===== config.mk =====
export PLATFORM = sky130hd
export DESIGN_NAME = cesl_top
export DESIGN_NICKNAME = d
export VERILOG_FILES = /design/src/cesl_pkg.sv /design/src/cesl_event_core.sv /design/src/cesl_top.sv
export VERILOG_INCLUDE_DIRS = /design/src
export SDC_FILE = /design/constraint.sdc
export NUM_CORES = 1
export LEC_CHECK = 0
export ABC_AREA = 1
export BUFFER_PORTS_ARGS = -buffer_cell sky130_fd_sc_hd__buf_2
export CORE_MARGIN = 3
export CORE_UTILIZATION = 45
export DETAILED_ROUTE_END_ITERATION = 6
export MAX_ROUTING_LAYER = met4
export PLACE_DENSITY = 0.6
export SKIP_LAST_GASP = 1
export SYNTH_ARGS = -nofsm -noshare
export SYNTH_HDL_FRONTEND = slang
export SYNTH_SLANG_ARGS = --single-unit

===== constraint.sdc =====
create_clock -name mclk -period 4 [get_ports mclk]
set_input_delay 0.2 -clock mclk [delete_from_list [all_inputs] [get_ports mclk]]
set_output_delay 0.2 -clock mclk [all_outputs]
set_load 0.01 [all_outputs]

===== src/cesl_defs.svh =====
`ifndef CESL_DEFS_SVH
`define CESL_DEFS_SVH

// ----------------------------------------
// register addresses
// ----------------------------------------
`define CESL_ADDR_TOP_SRC 8'h22
`define CESL_ADDR_TOP_MASK 8'h23
`define CESL_ADDR_FLAGS 8'hB0
`define CESL_ADDR_MASK 8'hB1
`define CESL_ADDR_HEALTH 8'hB2

// ----------------------------------------
// static charge settings window
// ----------------------------------------
`define CESL_STATIC_FIRST 8'hB8
`define CESL_STATIC_LAST 8'hBE

// ----------------------------------------
// reset values and fields
// ----------------------------------------
`define CESL_RST_FLAGS 8'h00
`define CESL_RST_MASK 8'hFF
`define CESL_RST_TOP_MASK 8'hFF
`define CESL_RST_HEALTH 8'h00
`define CESL_SRC_VALID 8'hFD
`define CESL_TOP_CHG_BIT 0
`define CESL_BYTE_BITS 4'h8
`define CESL_LAST_TX_BIT 4'h7

// ----------------------------------------
// serial bus
// ----------------------------------------
`define CESL_DEF_SLAVE_ADDR 7'h5A

`endif


===== src/cesl_pkg.sv =====
package cesl_pkg;
  typedef enum logic [3:0] {
    CESL_IDLE,
    CESL_ADDR,
    CESL_ADDR_ACK,
    CESL_PTR,
    CESL_PTR_ACK,
    CESL_WDATA,
    CESL_WDATA_ACK,
    CESL_RDATA,
    CESL_RDATA_ACK
  } cesl_state_t;
endpackage


===== src/cesl_event_core.sv =====
`timescale 1ns/1ps
`include "cesl_defs.svh"
module cesl_event_core import cesl_pkg::*; (
  // clock and reset
  input wire logic mclk,
  input wire logic rst,
  // health indicators
  input wire logic [7:0] health_in,
  // register access
  input wire logic [7:0] reg_addr,
  input wire logic reg_wr,
  input wire logic [7:0] reg_wdata,
  input wire logic reg_rd,
  output logic [7:0] reg_rdata,
  // interrupt pin, active low
  output logic irq_n
);
  logic [7:0] health_q, next_health_q;
  logic [7:0] flags, next_flags;
  logic [7:0] mask, next_mask;
  logic [7:0] top_mask, next_top_mask;
  logic irq, next_irq;
  logic [7:0] changed;
  logic top_pending;

  // ----------------------------------------
  // next state
  // ----------------------------------------
  always_comb begin
    next_health_q = health_in & `CESL_SRC_VALID;
    changed = (health_in ^ health_q) & `CESL_SRC_VALID;
    next_flags = flags;
    if (reg_rd && reg_addr == `CESL_ADDR_FLAGS) begin
      next_flags = `CESL_RST_FLAGS;
    end
    next_flags = next_flags | changed;
    next_mask = mask;
    next_top_mask = top_mask;
    if (reg_wr && reg_addr == `CESL_ADDR_MASK) begin
      next_mask = reg_wdata;
    end
    if (reg_wr && reg_addr == `CESL_ADDR_TOP_MASK) begin
      next_top_mask = reg_wdata;
    end
    top_pending = |flags;
    next_irq = |(flags & ~mask & `CESL_SRC_VALID)
      && !top_mask[`CESL_TOP_CHG_BIT];
  end

  // ----------------------------------------
  // read mux
  // ----------------------------------------
  always_comb begin
    reg_rdata = 8'h00;
    unique case (reg_addr)
      `CESL_ADDR_FLAGS: reg_rdata = flags;
      `CESL_ADDR_MASK: reg_rdata = mask;
      `CESL_ADDR_HEALTH: reg_rdata = health_q;
      `CESL_ADDR_TOP_SRC: reg_rdata = {7'h00, top_pending};
      `CESL_ADDR_TOP_MASK: reg_rdata = top_mask;
      default: reg_rdata = 8'h00;
    endcase
  end

  // ----------------------------------------
  // registers
  // ----------------------------------------
  always_ff @(posedge mclk) begin
    if (rst) begin
      health_q <= `CESL_RST_HEALTH;
      flags <= `CESL_RST_FLAGS;
      mask <= `CESL_RST_MASK;
      top_mask <= `CESL_RST_TOP_MASK;
      irq <= 1'b0;
    end else begin
      health_q <= next_health_q;
      flags <= next_flags;
      mask <= next_mask;
      top_mask <= next_top_mask;
      irq <= next_irq;
    end
  end

  assign irq_n = ~irq;
endmodule


===== src/cesl_top.sv =====
`timescale 1ns/1ps
`include "cesl_defs.svh"
module cesl_top import cesl_pkg::*; #(
  parameter logic [6:0] SLAVE_ADDR = `CESL_DEF_SLAVE_ADDR
) (
  // clock and reset
  input wire logic mclk,
  input wire logic rst,
  // serial bus
  input wire logic scl,
  input wire logic sda_i,
  output logic sda_o,
  output logic sda_oe_n,
  // health indicators
  input wire logic bypass_healthy,
  input wire logic battery_present,
  input wire logic battery_healthy,
  input wire logic charger_healthy,
  input wire logic wireless_input_valid,
  input wire logic wired_input_valid,
  input wire logic not_in_current_limit,
  // static settings protection
  input wire logic config_write_lock,
  // writes to charger settings outside this block
  output logic cfg_wr,
  output logic [7:0] cfg_addr,
  output logic [7:0] cfg_wdata,
  // interrupt pin, active low
  output logic irq_n
);
  if (SLAVE_ADDR == 7'h00) begin : g_chk
    $error("slave address zero is the general call address");
  end

  cesl_state_t state, next_state;
  logic [7:0] shreg, next_shreg;
  logic [3:0] bitcnt, next_bitcnt;
  logic [7:0] ptr, next_ptr;
  logic rw, next_rw;
  logic drive, next_drive;
  logic master_ack, next_master_ack;
  logic scl_q, sda_q;
  logic scl_rise, scl_fall, start_cond, stop_cond;
  logic reg_wr, reg_rd;
  logic [7:0] reg_rdata;
  logic [7:0] health;
  logic local_addr, static_addr;
  logic next_cfg_wr;
  logic [7:0] next_cfg_addr, next_cfg_wdata;

  // ----------------------------------------
  // bus conditions
  // ----------------------------------------
  assign scl_rise = scl && !scl_q;
  assign scl_fall = !scl && scl_q;
  assign start_cond = scl && scl_q && sda_q && !sda_i;
  assign stop_cond = scl && scl_q && !sda_q && sda_i;

  assign health = {not_in_current_limit, wired_input_valid,
    wireless_input_valid, charger_healthy, battery_healthy,
    battery_present, 1'b0, bypass_healthy};

  // ----------------------------------------
  // protocol engine
  // ----------------------------------------
  always_comb begin
    next_state = state;
    next_shreg = shreg;
    next_bitcnt = bitcnt;
    next_ptr = ptr;
    next_rw = rw;
    next_drive = drive;
    next_master_ack = master_ack;
    reg_wr = 1'b0;
    reg_rd = 1'b0;
    if (stop_cond) begin
      next_state = CESL_IDLE;
      next_drive = 1'b0;
    end else if (start_cond) begin
      next_state = CESL_ADDR;
      next_bitcnt = 4'h0;
      next_drive = 1'b0;
    end else begin
      unique case (state)
        CESL_IDLE: begin
          next_drive = 1'b0;
        end
        CESL_ADDR, CESL_PTR, CESL_WDATA: begin
          if (scl_rise && bitcnt != `CESL_BYTE_BITS) begin
            next_shreg = {shreg[6:0], sda_i};
            next_bitcnt = bitcnt + 4'h1;
          end
          if (scl_fall && bitcnt == `CESL_BYTE_BITS) begin
            next_drive = 1'b1;
            next_bitcnt = 4'h0;
            if (state == CESL_ADDR) begin
              if (shreg[7:1] == SLAVE_ADDR) begin
                next_rw = shreg[0];
                next_state = CESL_ADDR_ACK;
              end else begin
                next_drive = 1'b0;
                next_state = CESL_IDLE;
              end
            end else if (state == CESL_PTR) begin
              next_ptr = shreg;
              next_state = CESL_PTR_ACK;
            end else begin
              reg_wr = 1'b1;
              next_ptr = ptr + 8'h01;
              next_state = CESL_WDATA_ACK;
            end
          end
        end
        CESL_ADDR_ACK: begin
          if (scl_fall) begin
            if (rw) begin
              reg_rd = 1'b1;
              next_shreg = reg_rdata;
              next_drive = !reg_rdata[7];
              next_ptr = ptr + 8'h01;
              next_state = CESL_RDATA;
            end else begin
              next_drive = 1'b0;
              next_state = CESL_PTR;
            end
          end
        end
        CESL_PTR_ACK, CESL_WDATA_ACK: begin
          if (scl_fall) begin
            next_drive = 1'b0;
            next_state = CESL_WDATA;
          end
        end
        CESL_RDATA: begin
          if (scl_fall) begin
            if (bitcnt == `CESL_LAST_TX_BIT) begin
              next_drive = 1'b0;
              next_bitcnt = 4'h0;
              next_state = CESL_RDATA_ACK;
            end else begin
              next_shreg = {shreg[6:0], 1'b0};
              next_drive = !shreg[6];
              next_bitcnt = bitcnt + 4'h1;
            end
          end
        end
        CESL_RDATA_ACK: begin
          if (scl_rise) begin
            next_master_ack = !sda_i;
          end
          if (scl_fall) begin
            if (master_ack) begin
              reg_rd = 1'b1;
              next_shreg = reg_rdata;
              next_drive = !reg_rdata[7];
              next_ptr = ptr + 8'h01;
              next_state = CESL_RDATA;
            end else begin
              next_state = CESL_IDLE;
            end
          end
        end
      endcase
    end
  end

  // ----------------------------------------
  // writes outside the local map
  // ----------------------------------------
  always_comb begin
    local_addr = ptr == `CESL_ADDR_FLAGS || ptr == `CESL_ADDR_MASK
      || ptr == `CESL_ADDR_HEALTH || ptr == `CESL_ADDR_TOP_SRC
      || ptr == `CESL_ADDR_TOP_MASK;
    static_addr = ptr >= `CESL_STATIC_FIRST && ptr <= `CESL_STATIC_LAST;
    next_cfg_wr = reg_wr && !local_addr
      && !(static_addr && config_write_lock);
    next_cfg_addr = cfg_addr;
    next_cfg_wdata = cfg_wdata;
    if (next_cfg_wr) begin
      next_cfg_addr = ptr;
      next_cfg_wdata = shreg;
    end
  end

  // ----------------------------------------
  // registers
  // ----------------------------------------
  always_ff @(posedge mclk) begin
    if (rst) begin
      state <= CESL_IDLE;
      shreg <= 8'h00;
      bitcnt <= 4'h0;
      ptr <= 8'h00;
      rw <= 1'b0;
      drive <= 1'b0;
      master_ack <= 1'b0;
      scl_q <= 1'b1;
      sda_q <= 1'b1;
      cfg_wr <= 1'b0;
      cfg_addr <= 8'h00;
      cfg_wdata <= 8'h00;
    end else begin
      state <= next_state;
      shreg <= next_shreg;
      bitcnt <= next_bitcnt;
      ptr <= next_ptr;
      rw <= next_rw;
      drive <= next_drive;
      master_ack <= next_master_ack;
      scl_q <= scl;
      sda_q <= sda_i;
      cfg_wr <= next_cfg_wr;
      cfg_addr <= next_cfg_addr;
      cfg_wdata <= next_cfg_wdata;
    end
  end

  assign sda_o = 1'b0;
  assign sda_oe_n = ~drive;

  // ----------------------------------------
  // event and mask registers
  // ----------------------------------------
  cesl_event_core u_core (
    .mclk(mclk),
    .rst(rst),
    .health_in(health),
    .reg_addr(ptr),
    .reg_wr(reg_wr),
    .reg_wdata(shreg),
    .reg_rd(reg_rd),
    .reg_rdata(reg_rdata),
    .irq_n(irq_n)
  );
endmodule


==> results of run 1 <==
## state kept, by name (all words and copies together), names as in the netlist, 4 cells and up
signal and cells:
cfg_addr 8, u_core.health_q 7, bitcnt 4, shreg 8, u_core.flags 7, cfg_wdata 8
u_core.top_mask 8, ptr 8, state 4, u_core.mask 8
## how the worst max path moves through the flow
stage,endpoint,cells past startpoint,startpoint
2_1_floorplan,cfg_wdata[4]$_SDFFE_PP0P_,11,ptr[0]$_SDFFE_PP0P_
3_3_place_gp,u_core.mask[0]$_SDFFE_PP1P_,4,rst
3_5_place_dp,u_core.top_mask[0]$_SDFFE_PP1P_,4,rst
4_1_cts,cfg_addr[6]$_SDFFE_PP0P_,10,ptr[0]$_SDFFE_PP0P_
5_1_grt,cfg_addr[6]$_SDFFE_PP0P_,10,ptr[0]$_SDFFE_PP0P_
6_report,cfg_addr[6]$_SDFFE_PP0P_,10,ptr[0]$_SDFFE_PP0P_
## layer usage
layer | vias up | track usage, % | share of wire (%)
li1 | 2087 | - | -
met1 | 1774 | 29.1 | 48
met2 | 120 | 35.1 | 46
met3 | 15 | 2.66 | 5.0
met4 | 0 | 6.76 | 1.9
met5 | - | - | 0
## metrics by stage
step                      setup slack, ns  instance area [um^2]  hold slack [ns]  power (W)  instances
after floorplan                      2.34                  4160            0.290    0.00155        643
after global placement               1.63                  4360            0.430    0.00177        767
after detailed placement             1.60                  4360            0.429    0.00178        767
after CTS                            1.65                  4580           0.0582    0.00244        783
after global routing                 1.39                  4580           0.0611    0.00259        783
final                                1.70                  4580           0.0564    0.00244        783
## power groups by stage
stage | logic [W] | registers [W] | clock network [W]
global placement | 0.000766 | 0.00100 | 0
CTS | 0.000782 | 0.000984 | 0.000678
finish | 0.000786 | 0.000985 | 0.000673
detailed placement | 0.000779 | 0.00100 | 0
floorplan | 0.000590 | 0.000957 | 0
global route | 0.000883 | 0.000998 | 0.000712
## cell usage in the layout, fill, tap and decap left out, types with 2 or more instances in the layout
cell                        netlist  layout
sky130_fd_sc_hd__inv_2           10      10
sky130_fd_sc_hd__nand3_2          2       2
sky130_fd_sc_hd__ha_1             6       6
sky130_fd_sc_hd__nand2_1        178     178
sky130_fd_sc_hd__nor2_1         120     120
sky130_fd_sc_hd__bufinv_16        0       2
sky130_fd_sc_hd__a221oi_1         2       2
sky130_fd_sc_hd__clkbuf_8         0       9
sky130_fd_sc_hd__a21oi_1         23      23
sky130_fd_sc_hd__dfxtp_1         77      77
sky130_fd_sc_hd__nor2_2           6       6
sky130_fd_sc_hd__xnor2_1          8       8
sky130_fd_sc_hd__o21ai_0         24      24
sky130_fd_sc_hd__nor3_1           6       6
sky130_fd_sc_hd__xor2_1           3       3
sky130_fd_sc_hd__inv_1           59      59
sky130_fd_sc_hd__buf_4            2       3
sky130_fd_sc_hd__o21ai_1          2       2
sky130_fd_sc_hd__nand4_1          5       5
sky130_fd_sc_hd__nand2_2          6       6
sky130_fd_sc_hd__buf_2            3      30
sky130_fd_sc_hd__nor2_4           3       3
sky130_fd_sc_hd__o211ai_1        17      17
sky130_fd_sc_hd__inv_6            0       2
sky130_fd_sc_hd__nand3_1         57      57
## logic make-up after synthesis
family,share of synthesized area [%]
other cells,0.0902
xor+xnor,2.32
flops,37.1
simple gates,39.0
buf+inv,9.00
fa+ha+maj,1.81
compound gates,10.7
## worst reg2reg max path, delay by kind of cell (launching register included)
kind	cells	cell delay, ns
simple gates	6	1.14
flops	1	0.42
buf+inv	2	0.26
fa+ha+maj	1	0.22
compound gates	1	0.16
## layout make-up
class,instances,area share (%)
Tap cell,108,2.95
Multi-Input combinational cell,478,48.9
Clock inverter,6,2.05
Inverter,71,5.87
Sequential cell,77,33.7
Timing Repair Buffer,33,3.77
Clock buffer,10,2.79
==> out/metrics.cfg, run 1 <==
[setup_path]
worst_path_dominant_cell_family=simple AND/OR/NAND/NOR gates
critical_path.max_fanout=32
worst_r2r_path_depth=10
reg2reg_from=ptr[0]$_SDFFE_PP0P_
critical_path_max_stage_delay_ns=0.57
master_of_the_slowest_instance_on_the_critical_path=sky130_fd_sc_hd__nor2_4
crit_buf_inv=2
cp_common_cell=sky130_fd_sc_hd__nand2_1
timing.reg2reg.setup_slack_ns=1.70
worst-endpoint-arrival_ns=2.54
crit_path_start_kind=flip-flop
crit_path_end_kind=flip-flop
timing.critical_path.cells=inv_1 -> ha_1 -> nand3_1 -> inv_2 -> o21ai_1 -> nand3_2 -> nor2_4 -> nand2_1 -> nand2_1 -> nor2_1
critical_path_required_ns=4.24
timing_worst_setup_path_type=flip-flop to flip-flop
crit-reg2reg-capture=cfg_addr[6]$_SDFFE_PP0P_

[yosys]
ys_async_sr_fraction_pct=0
warning_count_from_the_yosys_run=0
syn_avg_cell_area_um2=6.46
synth_top_cell_area_share_pct=37.1
synthTopCellsByArea=sky130_fd_sc_hd__dfxtp_1 (37%), sky130_fd_sc_hd__nand2_1 (16%), sky130_fd_sc_hd__nor2_1 (11%)
synth_enable_flop_cells=0
yosys-top-cells-count=sky130_fd_sc_hd__nand2_1 (178), sky130_fd_sc_hd__nor2_1 (120), sky130_fd_sc_hd__dfxtp_1 (77)
synth_top_area_cell=sky130_fd_sc_hd__dfxtp_1
ys_seq_elements=77
syn_nets=661
ys_seq_area_share_pct=37.1
synth_top_flop_cell=sky130_fd_sc_hd__dfxtp_1
synthDistinctLibCells=36
syn-cell-area_um2=4160
mapped_cells=643
synthMostInstantiatedCell=sky130_fd_sc_hd__nand2_1

[global_route]
grt_remaining_overflow=0
grt_use_total_pct=22.0
grt_first_pass_wirelength_um=17600
maximum_number_of_pins_on_one_net_before_global_route_repair=42
first_global_vias=3635
grt_antenna_before_repair=0

[place]
buffer_ports.inserted=30
place_congestion=0.936
dp_hpwl_um=8120

[finish]
antennaDiodeCount=0
final_core_utilization_pct=51.8
area.sequential_um2=1540
layout_cell_share_with_drive_strength_beyond_1_pct=11.9
synthToLayoutAreaGrowth_pct=10.2
multi_input_comb_area_um2=2240
fillers=956
final_net_count=688

[sta]
unrepaired_setup_endpoints_after_global_routing=false
skew_ns=0.0137
ratio_of_final_minimum_period_to_clock_period_pct=57.5
final_layout_setup_total_negative_slack_ns=0
max-slew-margin-rel_pct=21.9
finalWorstPathRequiredPeriod_ns=2.30
fmax_ghz=0.435
hold_viol=0
max_slew.worst_pin.slew_ns=1.16
drv_slew=0
finalSetupViolations=0

[floorplan]
die-area_um2=10400
rows=34
design.portCount=32
core_area_um2=8850
die_h_um=102
initial_core_utilization_pct=47.0
chipWidth_um=102

[clocking]
ctsHoldBuffers=0
cts_sinks=77
worst_setup_hold_path_clk_slew_ns=0.09
clock_path_buffers=2
clock_tree_from_tritoncts=built
postCtsResizedCells=0
cts_htree_levels=3
ctsRootBufferMaster=sky130_fd_sc_hd__clkbuf_8
clk_latency_ns=0.36
cts_made_buffers=9
cts.repair_timing.setup_buffer_count=0

[power_and_ir_drop]
sequential_group_share_of_total_power_pct=40.3
netSwitchingFraction_pct=40.4
power_leakage_nw=2.17
ir_drop_v=0.000205
p_switching_w=0.000987
combPwrFrac_pct=32.2
internal-power_w=0.00146
pd_cells_nw_per_um2=534
share_clk_of_total_power_pct=27.5

[worst_hold_path]
worstHoldEndpoint=u_core.health_q[3]$_SDFF_PP0_
hold_path_startpoint=battery_healthy
min_path_type=input pin to flip-flop
whs_path_depth=3

[detailed_routing]
first_iter_violations=196
drt_pass1_iterations=4
postRouteAntennaNets=0
wl_per_cell_um=13.8
drt_drc_violations_left=0
wl_um=10800
average_vias_per_placed_instance=5.10
dr_total_vias=3996

[run]
max_cap_violations=0

[outcome]
outcome=completed

(Power assumes the default switching activity.)
==> inputs of run 2 (changes only) <==
--- a/config.mk
+++ b/config.mk
@@ -12,7 +12,7 @@
 export CORE_UTILIZATION = 45
 export DETAILED_ROUTE_END_ITERATION = 6
 export MAX_ROUTING_LAYER = met4
-export PLACE_DENSITY = 0.6
+export PLACE_DENSITY = 0.62
 export SKIP_LAST_GASP = 1
 export SYNTH_ARGS = -nofsm -noshare
 export SYNTH_HDL_FRONTEND = slang
==> constraint.sdc (replaced) <==
create_clock -name mclk -period 1.84 [get_ports mclk]
set_input_delay 0.092 -clock mclk [delete_from_list [all_inputs] [get_ports mclk]]
set_output_delay 0.092 -clock mclk [all_outputs]
set_load 0.01 [all_outputs]
==> run 2 against run 1 <==
Final cell count is 4.0% higher. Via count is 2.5% higher. Critical path depth is 1 higher. Setup slack worse by 1.6 ns. Count of clock-buffer cells in the layout stayed put. Clock power is 98% higher. Clock skew is 0.0047 ns lower. Flip-flop and latch count stayed put. Critical endpoint unchanged. Largest cell class unchanged.
==> out/metrics.cfg, run 2 (same netlist as run 1, synthesis figures left out) <==
[sta]
finalSetupViolations=0  ; unchanged
max-slew-margin-rel_pct=66.0  ; +44 points
finalWorstPathRequiredPeriod_ns=1.78  ; -0.515 ns
fmax_ghz=0.561  ; +29%
ratio_of_final_minimum_period_to_clock_period_pct=96.9  ; +39 points
drv_slew=0  ; unchanged
max_slew.worst_pin.slew_ns=0.506  ; -0.658 ns
worst_slack_ns=0.0567  ; -1.64 ns
skew_ns=0.00901  ; -0.00469 ns
hold_viol=0  ; unchanged

[power_and_ir_drop]
ir_drop_v=0.000518  ; +150%
total_power_w=0.00541  ; +120%
pd_cells_nw_per_um2=1100  ; +110%
power_leakage_nw=2.33  ; +7.2%

[finish]
synthToLayoutAreaGrowth_pct=18.8
layout_common_cells=sky130_fd_sc_hd__nand2_1 (177), sky130_fd_sc_hd__nor2_1 (117), sky130_fd_sc_hd__dfxtp_1 (68)
final-instance-count-excl-fill=814  ; +4.0%
final_net_count=719  ; +4.5%
antennaDiodeCount=0  ; unchanged
layout.cells.most_common=sky130_fd_sc_hd__nand2_1
final_area_um2=4940  ; +7.8%
layout_cell_share_with_drive_strength_beyond_1_pct=17.4  ; +5.6 points

[setup_path]
worst_r2r_path_depth=11  ; +1
timing.reg2reg.setup_slack_ns=0.06  ; -1.64 ns
critical_path_required_ns=2.10  ; -2.14 ns
crit_path_start_kind=flip-flop
master_of_the_slowest_instance_on_the_critical_path=sky130_fd_sc_hd__dfxtp_4
timing_worst_setup_path_type=flip-flop to flip-flop
timing.critical_path.cells=inv_2 -> ha_2 -> nand3_2 -> inv_2 -> o21ai_2 -> nand3_2 -> nor2_4 -> clkbuf_16 -> nand2_1 -> nand2_1 -> nor2_1
startpoint=ptr[0]$_SDFFE_PP0P_
critical_path.max_fanout=8  ; -75%
crit_path_end_kind=flip-flop
worst-endpoint-arrival_ns=2.04  ; -0.50 ns
reg2reg_from=ptr[0]$_SDFFE_PP0P_
crit-reg2reg-capture=cfg_addr[6]$_SDFFE_PP0P_
critical_path_max_stage_delay_ns=0.38  ; -0.19 ns

[detailed_routing]
average_vias_per_placed_instance=5.03  ; -1.4%
wl_per_cell_um=13.3  ; -3.4%
drt_drc_violations_left=0  ; unchanged
postRouteAntennaNets=0  ; unchanged
dr_total_vias=4094  ; +2.5%
drt_pass1_iterations=5  ; +1
wl_um=10800  ; +0.39%
first_iter_violations=199  ; +1.5%

[clocking]
cts_made_buffers=9  ; unchanged
clock_path_buffers=2  ; unchanged
ctsRootBufferMaster=sky130_fd_sc_hd__clkbuf_8
clk_latency_ns=0.36  ; about the same
cts_sinks=77  ; unchanged
clock_tree_from_tritoncts=built
worst_setup_hold_path_clk_slew_ns=0.09  ; about the same
cts_htree_levels=3  ; unchanged

[place]
buffer_ports.inserted=30  ; unchanged
dp_hpwl_um=8030  ; -1.1%
place_congestion=0.942  ; +0.65%
placement.cell_area_um2=4510  ; +3.5%
place_ws_ns=-0.0418  ; -1.64 ns
dp_cells=784  ; +2.2%

[run]
max_cap_violations=0  ; unchanged

[worst_hold_path]
whs_path_depth=3  ; unchanged
worstHoldEndpoint=scl_q$_SDFF_PP1_
hold_path_startpoint=scl
min_path_type=input pin to flip-flop

[global_route]
maximum_number_of_pins_on_one_net_before_global_route_repair=33  ; -21%
grt_use_total_pct=22.3  ; +0.34 points
grt_remaining_overflow=0  ; unchanged
grt_antenna_before_repair=0  ; unchanged
grt_first_pass_wirelength_um=17800  ; +0.94%
first_global_vias=3684  ; +1.3%

[floorplan]
die-area_um2=10400  ; unchanged
die_h_um=102  ; unchanged
design.portCount=32  ; unchanged
chipWidth_um=102  ; unchanged
rows=34  ; unchanged
core_area_um2=8850  ; unchanged
initial_core_utilization_pct=47.0  ; unchanged

[outcome]
outcome=completed

run 2: changes by cell type in the layout (fill, tap and decap cells not counted), sizes merged:
cell / previous run / this run
clkinvlp: 1 / 2
dlygate4sd3: 0 / 8
buf: 33 / 54
bufinv: 2 / 1
clkbuf: 10 / 12
run 2: power breakdown:
part / switching (W) / total [W] / internal [W]
Combinational: 0.00125 / 0.00194 / 0.000692
Sequential: 0.000256 / 0.00214 / 0.00189
Clock: 0.000691 / 0.00133 / 0.000639
Total: 0.00219 / 0.00541 / 0.00322
run 2: critical path, delay by kind of cell, from the launching register on:
family	cells	cell delay (ns)
AOI/OAI and AO/OA	1	0.19
adders and majority gates	1	0.18
buffers and inverters	3	0.32
DFF	1	0.38
and+or+nand+nor	6	0.61
run 2: timing repair:
action                                  4_1_cts  5_1_grt
gates cloned                                  0        3
setup buffers                                 0        3
pin swaps                                     0        4
resized for setup                             1       23
endpoints found under the hold margin         9        0
hold buffers                                  8        0
endpoints found under the setup margin       16       50
run 2: worst max-delay path by stage:
stage	depth (start not counted)	to	slack [ns]
detailed placement	11	cfg_addr[2]$_SDFFE_PP0P_	-0.04
finish	11	cfg_addr[6]$_SDFFE_PP0P_	0.06
global placement	11	cfg_addr[1]$_SDFFE_PP0P_	-0.03
floorplan	11	cfg_wdata[4]$_SDFFE_PP0P_	0.18
global route	11	cfg_wdata[0]$_SDFFE_PP0P_	-0.03
CTS	11	cfg_wdata[7]$_SDFFE_PP0P_	0.003
run 2: cell type report:
cell class                 count  area (um^2)
inverter                      71          269
clock buffer                  10          128
multi-input combinational    478         2270
timing repair buffer          64          502
clock inverter                 6         71.3
sequential                    77         1560
fill                         900         3910
tap                          108          135
run 2: through the flow:
step	TNS, ns	utilization (%)	hold WS (ns)
after floorplan	0	-	0.182
after global placement	-0.249	51.0	0.322
after detailed placement	-0.452	51.0	0.328
after CTS	0	54.1	0.000271
after global routing	-0.278	55.8	0.0368
final	0	55.8	0.0184
run 2: metal layers:
metal,up-vias,global-route usage [%],share of wire (%),wire (um)
met2,89,34.5,47,5100
met3,17,2.80,3.4,374
met5,-,-,0,0
li1,2153,-,-,-
met1,1835,30.5,48,5220
met4,0,6.96,1.4,152
